File: src/spl_port_map.vh
// spl_port_map.vh: constants for the serial peripheral pin-level port
// assumes inclusion by bare name from the design files of this block
`ifndef SPL_PORT_MAP_VH
`define SPL_PORT_MAP_VH

// pin index within the 4-bit shared pin group
`define SPL_PIN_MOSI 2
`define SPL_PIN_SCK 0
`define SPL_PIN_MISO 1
`define SPL_PIN_SEL 3

// reset values: serial function on all four pins, gpio all inputs
`define SPL_FUNC_RST 4'h0
`define SPL_GPIO_DIR_RST 4'h0
`define SPL_GPIO_OUT_RST 4'h0

// synchroniser reset levels: select idles high, the other pins low
`define SPL_PIN_RST 4'h8

// default frame length and shift clock half-period in core cycles
`define SPL_FRAME_BITS 8
`define SPL_HALF_PERIOD_CYC 4

`endif

File: src/spl_sync2.v
// spl_sync2.v: two-flop synchroniser for pin inputs
// assumes a single destination clock; first stage read only by the second
`timescale 1ns/100ps
`default_nettype none

module spl_sync2 #(
   parameter W = 4,
   parameter [W-1:0] RST_VAL = {W{1'b0}}
) (
   input wire i_core_clk,
   input wire i_sys_rst,
   input wire i_ce,
   input wire [W-1:0] i_async,
   output reg [W-1:0] o_sync
);

   reg [W-1:0] meta_q;

   // reset to the idle pin levels; the chain refills two edges after release
   always @(posedge i_core_clk) begin
      if (i_sys_rst) begin
         meta_q <= RST_VAL;
         o_sync <= RST_VAL;
      end else if (i_ce) begin
         meta_q <= i_async;
         o_sync <= meta_q;
      end
   end

endmodule // spl_sync2

`default_nettype wire

File: src/spl_port.v
// spl_port.v: pin-level serial peripheral port, master or slave role,
// with each of the four pins sharable with general-purpose i/o.
// assumes pins resolved by the bench from out/oe; user side on i_core_clk.
// Contract
// - master samples miso as input; slave drives miso as output
// - unselected slave releases miso so other slaves may drive it
// - master puts mosi bit half a clock period before capture edge
// - master drives serial clock out, clocking the attached slaves
// - slave takes serial clock as input and shifts data on it
// - master uses select input to arbitrate among several masters
// - slave is addressed only while the external master drives select
// - after reset all four pins come up in serial function; here pin function follows the i_gpio_func input, which reset does not touch
// - each pin can instead be gpio with individually programmed direction
// - while reset is applied all four pins are inputs
`timescale 1ns/100ps
`default_nettype none
`include "spl_port_map.vh"

module spl_port #(
   parameter NBITS = `SPL_FRAME_BITS,
   parameter HALF = `SPL_HALF_PERIOD_CYC
) (
   input wire i_core_clk,
   input wire i_sys_rst,
   input wire i_ce,
   input wire i_master,
   input wire [3:0] i_gpio_func,
   input wire [3:0] i_gpio_dir,
   input wire [3:0] i_gpio_out,
   output reg [3:0] o_gpio_in,
   input wire [3:0] i_port_e_in,
   output reg [3:0] o_port_e_out,
   output reg [3:0] o_port_e_oe,
   input wire i_tx_valid,
   input wire [NBITS-1:0] i_tx_data,
   output reg o_tx_ready,
   output reg o_rx_valid,
   output reg [NBITS-1:0] o_rx_data,
   output reg o_busy,
   output reg o_mode_fault,
   input wire i_fault_clr
);

   localparam ST_IDLE = 2'd0;
   localparam ST_LEAD = 2'd1;
   localparam ST_HIGH = 2'd2;
   localparam ST_LOW = 2'd3;
   localparam CW = 8;
   localparam BW = 5;

   wire [3:0] pin_s;
   reg [1:0] st_q;
   reg [CW-1:0] cnt_q;
   reg [BW-1:0] bit_q;
   reg [NBITS-1:0] sh_q;
   reg sck_q;
   reg sck_prev_q;
   reg s_mosi_q;
   wire sck_in;
   wire sel_n;
   wire cnt_done;
   wire sck_rise;
   wire sck_fall;
   wire slave_sel;
   wire [3:0] ser_oe;
   wire [3:0] ser_out;

   // every pin is asynchronous to the core clock; the chain resets to the
   // idle pin levels, else a master would read select low after reset
   // and flag a contention that never happened
   spl_sync2 #(.W(4), .RST_VAL(`SPL_PIN_RST)) u_sync (
      .i_core_clk(i_core_clk),
      .i_sys_rst(i_sys_rst),
      .i_ce(i_ce),
      .i_async(i_port_e_in),
      .o_sync(pin_s)
   );

   assign sck_in = pin_s[`SPL_PIN_SCK];
   assign sel_n = pin_s[`SPL_PIN_SEL]; // active low
   assign cnt_done = (cnt_q == HALF[CW-1:0] - 8'h01);
   assign sck_rise = ~sck_prev_q & sck_in;
   assign sck_fall = sck_prev_q & ~sck_in;
   assign slave_sel = ~i_master & ~sel_n;

   // serial drive per pin: master drives clock and mosi, slave drives miso
   assign ser_oe[`SPL_PIN_SCK] = i_master & ~o_mode_fault;
   assign ser_oe[`SPL_PIN_MOSI] = i_master & ~o_mode_fault;
   assign ser_oe[`SPL_PIN_MISO] = slave_sel;
   assign ser_oe[`SPL_PIN_SEL] = 1'b0; // select is always an input
   assign ser_out[`SPL_PIN_SCK] = sck_q;
   assign ser_out[`SPL_PIN_MOSI] = sh_q[NBITS-1];
   assign ser_out[`SPL_PIN_MISO] = s_mosi_q;
   assign ser_out[`SPL_PIN_SEL] = 1'b0;

   // pin mux registered so outputs come straight from flops
   always @(posedge i_core_clk) begin
      if (i_sys_rst) begin
         o_port_e_oe <= 4'h0;
         o_port_e_out <= 4'h0;
         o_gpio_in <= 4'h0;
      end else if (i_ce) begin
         o_port_e_oe <= (i_gpio_func & i_gpio_dir) | (~i_gpio_func & ser_oe);
         o_port_e_out <= (i_gpio_func & i_gpio_out) | (~i_gpio_func & ser_out);
         o_gpio_in <= pin_s;
      end
   end

   // edge history of the synchronised clock; resets to its idle low level
   // so no false edge follows reset
   always @(posedge i_core_clk) begin
      if (i_sys_rst) begin
         sck_prev_q <= 1'b0;
      end else if (i_ce) begin
         sck_prev_q <= sck_in;
      end
   end

   // mode fault is sticky; a new contention wins over a clear
   always @(posedge i_core_clk) begin
      if (i_sys_rst) begin
         o_mode_fault <= 1'b0;
      end else if (i_ce) begin
         if (i_master & ~i_gpio_func[`SPL_PIN_SEL] & ~sel_n) begin
            o_mode_fault <= 1'b1;
         end else if (i_fault_clr) begin
            o_mode_fault <= 1'b0;
         end
      end
   end

   // master: mode 0, data set half a period ahead of each rising edge;
   // slave: capture on rising, shift out on falling of the external clock
   always @(posedge i_core_clk) begin
      if (i_sys_rst) begin
         st_q <= ST_IDLE;
         cnt_q <= 8'h00;
         bit_q <= 5'h00;
         sh_q <= {NBITS{1'b0}};
         sck_q <= 1'b0;
         s_mosi_q <= 1'b0;
         o_tx_ready <= 1'b0;
         o_rx_valid <= 1'b0;
         o_rx_data <= {NBITS{1'b0}};
         o_busy <= 1'b0;
      end else if (i_ce) begin
         o_rx_valid <= 1'b0;
         o_tx_ready <= 1'b0;
         if (i_master) begin
            case (st_q)
               ST_IDLE: begin
                  sck_q <= 1'b0;
                  o_tx_ready <= ~o_mode_fault & ~i_tx_valid;
                  if (i_tx_valid & ~o_mode_fault & ~o_tx_ready) begin
                     sh_q <= i_tx_data; // first bit presented now
                     bit_q <= 5'h00;
                     cnt_q <= 8'h00;
                     o_busy <= 1'b1;
                     st_q <= ST_LEAD;
                  end
               end
               ST_LEAD, ST_LOW: begin
                  // low half: bit already on mosi for one half period
                  cnt_q <= cnt_done ? 8'h00 : cnt_q + 8'h01;
                  if (cnt_done) begin
                     sck_q <= 1'b1;
                     st_q <= ST_HIGH;
                  end
               end
               ST_HIGH: begin
                  cnt_q <= cnt_done ? 8'h00 : cnt_q + 8'h01;
                  if (cnt_done) begin
                     sck_q <= 1'b0;
                     sh_q <= {sh_q[NBITS-2:0], pin_s[`SPL_PIN_MISO]};
                     bit_q <= bit_q + 5'h01;
                     if (bit_q == NBITS[BW-1:0] - 5'h01) begin
                        o_rx_data <= {sh_q[NBITS-2:0], pin_s[`SPL_PIN_MISO]};
                        o_rx_valid <= 1'b1;
                        o_busy <= 1'b0;
                        st_q <= ST_IDLE;
                     end else begin
                        st_q <= ST_LOW;
                     end
                  end
               end
               default: st_q <= ST_IDLE;
            endcase
            if (o_mode_fault) begin
               st_q <= ST_IDLE;
               sck_q <= 1'b0;
               o_busy <= 1'b0;
            end
         end else begin
            st_q <= ST_IDLE;
            sck_q <= 1'b0;
            if (~slave_sel) begin
               bit_q <= 5'h00;
               o_busy <= 1'b0;
               o_tx_ready <= 1'b1;
               if (i_tx_valid) begin
                  sh_q <= i_tx_data;
                  s_mosi_q <= i_tx_data[NBITS-1];
               end
            end else begin
               o_busy <= 1'b1;
               if (sck_rise) begin
                  sh_q <= {sh_q[NBITS-2:0], pin_s[`SPL_PIN_MOSI]};
                  bit_q <= bit_q + 5'h01;
                  if (bit_q == NBITS[BW-1:0] - 5'h01) begin
                     o_rx_data <= {sh_q[NBITS-2:0], pin_s[`SPL_PIN_MOSI]};
                     o_rx_valid <= 1'b1;
                     bit_q <= 5'h00;
                  end
               end else if (sck_fall) begin
                  s_mosi_q <= sh_q[NBITS-1];
               end
            end
         end
      end
   end

endmodule // spl_port

`default_nettype wire

File: config.mk
export PLATFORM = sky130hd
export DESIGN_NAME = spl_port
export DESIGN_NICKNAME = d
export VERILOG_FILES = /design/src/spl_sync2.v /design/src/spl_port.v
export VERILOG_INCLUDE_DIRS = /design/src
export SDC_FILE = /design/constraint.sdc
export NUM_CORES = 1
export LEC_CHECK = 0
export BUFFER_PORTS_ARGS = -buffer_cell sky130_fd_sc_hd__buf_2
export CORE_AREA = 4 4 75 77
export DETAILED_ROUTE_END_ITERATION = 12
export DIE_AREA = 0 0 79 81
export HOLD_SLACK_MARGIN = 0.12
export PLACE_DENSITY = 0.78
export SYNTH_ARGS = -nofsm -noshare
export SYNTH_HDL_FRONTEND = slang
export SYNTH_SLANG_ARGS = --single-unit
File: constraint.sdc
create_clock -name i_core_clk -period 5.5 [get_ports i_core_clk]
set_input_delay 0.825 -clock i_core_clk [delete_from_list [all_inputs] [get_ports i_core_clk]]
set_output_delay 0.825 -clock i_core_clk [all_outputs]
set_load 0.02 [all_outputs]
## Word level (Yosys, flattened, before mapping)

Cells that the tools add are included.

- Output and inout bits: 24
- Input port bits: 30
- Flip-flop bits (word level): 58

- Eq/ne operators: 19
- Add/sub/neg operators: 2
- Reductions and logical operators: 17
- Bitwise logic cells: 24
- Multiplexer cells: 58

Operators with widths:

| kind | number |
|---|---|
| 2-to-1 mux 8 bit | 15 |
| case mux 8 bit (2 select lines) | 2 |
| 2-to-1 mux 5 bit | 6 |
| 2-to-1 mux 1 bit | 25 |
| inequality test 4 bit, second input constant | 4 |
| AND reduction 5 bit | 3 |
| 2-to-1 mux 2 bit | 6 |
| AND reduction 6 bit | 2 |
| case mux 5 bit (2 select lines) | 1 |
| bitwise AND 1 bit | 9 |
| inequality test 3 bit, second input constant | 3 |
| adder 8 x 1 -> 8 bit, second input constant | 1 |
| bitwise AND 4 x 3 -> 4 bit | 2 |
| bitwise AND 4 bit | 2 |
| equality test 8 x 2 -> 1 bit, second input constant | 1 |
| inverter 1 bit | 8 |
| bitwise OR 4 bit | 2 |
| nonzero test 2 bit | 4 |
| inequality test 2 bit, second input constant | 3 |
| case mux 2 bit (3 select lines) | 1 |
| AND reduction 3 bit | 2 |
| adder 5 x 1 -> 5 bit, second input constant | 1 |
| equality test 5 x 3 -> 1 bit, second input constant | 1 |
| equality test 2 bit, second input constant | 2 |
| other kinds (13) | 14 |

## Depth between registers and ports, before layout

- Word-level depth: 7
- Mapped depth: 7
- Mapped depth without buffers: 6

## By module

From an unflattened synthesis, not the netlist that was laid out.

- Cells, all modules: 290
- Area total of the unflattened synthesis: 2647.5 um^2

Modules (own cells, without submodules):

| module | area an instance (um^2) | seq. area each (um^2) | times used | cells each |
|---|---|---|---|---|
| spl_port | 2354.8 | 980.9 | 1 | 264 |
| spl_sync2 | 292.8 | 160.2 | 1 | 26 |

## Worst setup path after synthesis

OpenSTA, ideal clock, no wires.

- Path type: in2reg
- From: in i_tx_valid
- To: reg bit_q[4]
- Arrival time: 2.243 ns
- Setup time: 0.071 ns
- Cell stages on the path: 5
- Required time: 5.429 ns
- Path slack: 3.186 ns
- Cells stage by stage: nand2b_1 -> o311a_1 -> or3_4 -> or4_1 -> a21oi_1

- Cells in the longest elaborated chain, start to end: 4

Ends and longest elaborated chain:

| what | line | source |
|---|---|---|
| start, declared | spl_port.v:34 | `input wire i_tx_valid,` |
| bitwise AND 1 bit (2 in a row) | spl_port.v:154 | `if (i_tx_valid & ~o_mode_fault & ~o_tx_ready) begin` |
| inequality test 3 bit (no source line) | n/a |  |
| AND reduction 5 bit (no source line) | n/a |  |
| end signal, assigned | spl_port.v:175 | `bit_q <= bit_q + 5'h01;` |
| end signal, assigned | spl_port.v:208 | `bit_q <= bit_q + 5'h01;` |
| end, declared | spl_port.v:54 | `reg [BW-1:0] bit_q;` |

No other way between the ends.
A chain may end at the register's enable or synchronous reset.

## Worst setup path in the final report

- From: in i_ce
- To: reg o_rx_data[3]

- Cells in the longest elaborated chain, start to end: 1

Ends and longest elaborated chain:

| what | line | source |
|---|---|---|
| start, declared | spl_port.v:25 | `input wire i_ce,` |
| AND reduction 6 bit (no source line) | n/a |  |
| end signal, assigned | spl_port.v:144 | `o_rx_data <= {NBITS{1'b0}};` |
| end signal, assigned | spl_port.v:177 | `` o_rx_data <= {sh_q[NBITS-2:0], pin_s[`SPL_PIN_MISO]}; `` |
| end signal, assigned | spl_port.v:210 | `` o_rx_data <= {sh_q[NBITS-2:0], pin_s[`SPL_PIN_MOSI]}; `` |
| end, declared | spl_port.v:38 | `output reg [NBITS-1:0] o_rx_data,` |

No other way between the ends.

==> key figures <==
Floorplan
  – Floorplan die area: 6399 um2
  – Core footprint: 5010 um2
  – Starting density of the core: 52.95%
  – DIE WIDTH: 79 um
  – IO Count: 54
  – Site row count: 26
  – Die boundary height: 81 um

Worst setup path
  – Crit Path Class: input pin to flip-flop
  – Highest net fanout along the worst path: 38
  – Data arrival time of the critical path: 2.85 ns
  – Critical path startpoint category: input pin
  – CP endpoint kind: flip-flop
  – Data required time of the worst path: 5.68 ns

Timing
  – Final period util: 48.54%
  – Final setup TNS: 0 ns
  – Setup repair after global routing missed its margin: no
  – Least-Margin Pin Slew: 0.9529 ns
  – Final-report setup violation count: 0
  – Relative slew slack: 36.24%
  – Final Skew: 0.006135 ns
  – Number of max-slew violations in the final report: 0
  – Total count of hold-check failures in the final report: 0
  – Clock period minus final worst setup slack: 2.670 ns
  – Upper clock frequency limit: 374.6 MHz

CTS
  – Post-CTS Hold Buffers: 0
  – Clock tree from TritonCTS: done
  – Total of cells resized after clock tree synthesis: 0
  – H-tree level count: 3
  – Later-pin clock latency in the skew report: 0.34 ns
  – Clock slew at the register clock pins of the worst setup and hold paths: 0.06 ns
  – Inserted Clock Buffers: 9
  – Root Buffer Master: clkbuf_8
  – Max Root-Sink Buffers: 2
  – Post-CTS Setup Inserts: 0
  – Sinks on Clock Net: 57

Cells and area
  – Area taken by flip-flops and latches: 1141 um2
  – Number of nets in the layout: 380
  – Footprint of the multi-input gates: 1423 um2
  – Ratio of cells with drive above 1 in the final layout: 22.95%
  – Layout area overhead: 18.02%
  – Fill cells: 472
  – Antenna cell count: 0

Power and ir drop
  – Peak VDD IR: 0.1268 mV
  – Total power per unit cell area: 298.6 nW/um2
  – Leakage power of the design: 0.001331 uW
  – Power, Total: 934.7 uW

Drt
  – Total length of routed wires: 5.890 mm
  – Total iterations of the first detailed-routing run: 5
  – Vias per cell: 5.482
  – DRC violations left: 0
  – Routed len/inst: 13.92 um
  – Number of nets still failing antenna checks after routing: 0
  – Via count: 2319
  – DRT iter0 DRCs: 147

Logic synthesis
  – Async set or reset register ratio after synthesis: 0%
  – Number of flops mapped to enable cells by yosys: 0
  – Average cell area after synthesis: 8.783 um2
  – Cell count after synthesis: 302
  – Sequential-to-total area share from yosys stat: 43.02%
  – Number of storage elements in the synthesis netlist: 57
  – Share of Yosys cell area claimed by the top area cell type: 43.02%
  – Primary flip-flop cell chosen by synthesis mapping: dfxtp_1
  – Largest area contributor in the netlist: dfxtp_1
  – Yosys warning count: 0
  – Top cells by area, synth: dfxtp_1, mux2i_1, nor2_1
  – Most common cell in the synthesized netlist: dfxtp_1
  – Most frequent cells after synthesis: dfxtp_1, nor2_1, mux2i_1
  – Number of unique standard cell types used by synthesis: 51
  – Net Count, Synth: 334
  – Total standard cell area after synthesis: 2653 um2

Placed design
  – Final RePlAce weighted congestion: 0.8512
  – Number of buffers added on ports: 53
  – Detailed Place HPWL: 4.212 mm

Global route
  – Number of global-route vias before repair: 2288
  – Global router's overall resource usage: 20.02%
  – Global-route wire length before repair: 10.07 mm
  – Number of antenna violations at the first check in global routing: 0
  – Overflow left after global routing: 0
  – Largest net degree at the start of global routing: 53

Flow run
  – Max-cap violations: 0

Hold path
  – Hold Crit Class: flip-flop to flip-flop

Run status
  – Status: finished clean
-- metrics by stage --
stage          setup WS [ns]  hold WS, ns  util (%)  instance area (um2)  cells
3_3_place_gp           2.525       0.4506     58.59                 2935    407
3_5_place_dp           2.482       0.4539     58.59                 2935    407
6_report               2.830       0.4607     62.49                 3131    423
4_1_cts                2.829       0.4637     62.49                 3131    423
2_1_floorplan          3.186       0.4413         -                 2653    302
5_1_grt                2.603       0.5052     62.49                 3131    423
-- worst paths after layout --
kind,depth (start not counted),slack (ns),from,end
setup / recovery,6,2.83,i_ce,o_rx_data[3]$_SDFFE_PP0P_
hold / removal,2,0.46,o_port_e_out[3]$_SDFFE_PP0P_,o_port_e_out[3]$_SDFFE_PP0P_
setup reg to reg,6,3.10,cnt_q[0]$_SDFFE_PP0P_,o_rx_data[3]$_SDFFE_PP0P_
hold reg to reg,2,0.46,o_port_e_out[3]$_SDFFE_PP0P_,o_port_e_out[3]$_SDFFE_PP0P_
-- cell type report --
class                           instances  area share, %
Inverter                                5         0.5995
Clock buffer                           10          4.396
Clock inverter                          6          1.839
Timing Repair Buffer                   53          8.473
Tap cell                               70          2.798
Multi-Input combinational cell        222          45.44
Sequential cell                        57          36.45
-- sequential cells by signal, indices dropped and copies added, names as in the netlist --
signal,cells
u_sync.meta_q,4
bit_q,5
o_port_e_out,4
o_rx_valid,1
sh_q,8
s_mosi_q,1
u_sync.o_sync,4
o_tx_ready,1
o_busy,1
o_gpio_in,4
o_port_e_oe,4
st_q,2
cnt_q,8
sck_q,1
o_rx_data,8
o_mode_fault,1
-- per-layer routing --
| layer | track usage (%) | wire (um) | vias up |
|---|---|---|---|
| met5 | 0 | 0 | - |
| met3 | 4.213 | 247 | 11 |
| met4 | 10.65 | 99 | 0 |
| met2 | 35.35 | 2981 | 41 |
| met1 | 22.71 | 2561 | 1097 |
| li1 | - | - | 1170 |
-- power breakdown --
part | leakage, uW | internal, uW | switching (uW)
combinational | 0.000764 | 44.5 | 61.8
sequential | 0.000465 | 430 | 14.3
clock | 0.000102 | 218 | 166
total | 0.00133 | 692 | 242
-- critical path: stages --
cell     delay (ns)
buf_2          0.55
and4b_1        0.28
a31oi_1        0.10
nor3_2         0.76
mux2i_1        0.26
nor2_1         0.05
-- cell families (layout without fill, tap and decap cells) --
family	after synthesis	after routing	synth area share [%]
AO/OA/AOI/OAI	64	64	16.08
buffers and inverters	23	74	3.538
multiplexers	31	31	11.70
AND/OR/NAND/NOR	121	121	23.40
XOR/XNOR	4	4	1.321
flip-flops	57	57	43.02
adder cells (fa/ha/maj)	2	2	0.9432
-- layout by cell type, fill, tap and decap left out, types with 2 or more instances in the layout --
| cell type | count |
|---|---|
| a22oi_1 | 2 |
| a31oi_1 | 2 |
| nand3_1 | 11 |
| ha_1 | 2 |
| nand2b_1 | 4 |
| inv_1 | 5 |
| clkinv_2 | 4 |
| o21ai_0 | 13 |
| xnor2_1 | 4 |
| nor2b_1 | 5 |
| nor3b_1 | 3 |
| clkbuf_8 | 10 |
| a211oi_1 | 13 |
| or4_1 | 2 |
| buf_2 | 53 |
| or2_2 | 2 |
| nor2_1 | 53 |
| o211ai_1 | 3 |
| a21oi_1 | 17 |
| nor3_1 | 6 |
| dfxtp_1 | 57 |
| nand3b_1 | 2 |
| mux2i_1 | 31 |
| nor3_2 | 2 |
| nand2_1 | 20 |
(Power assumes the default switching activity.)
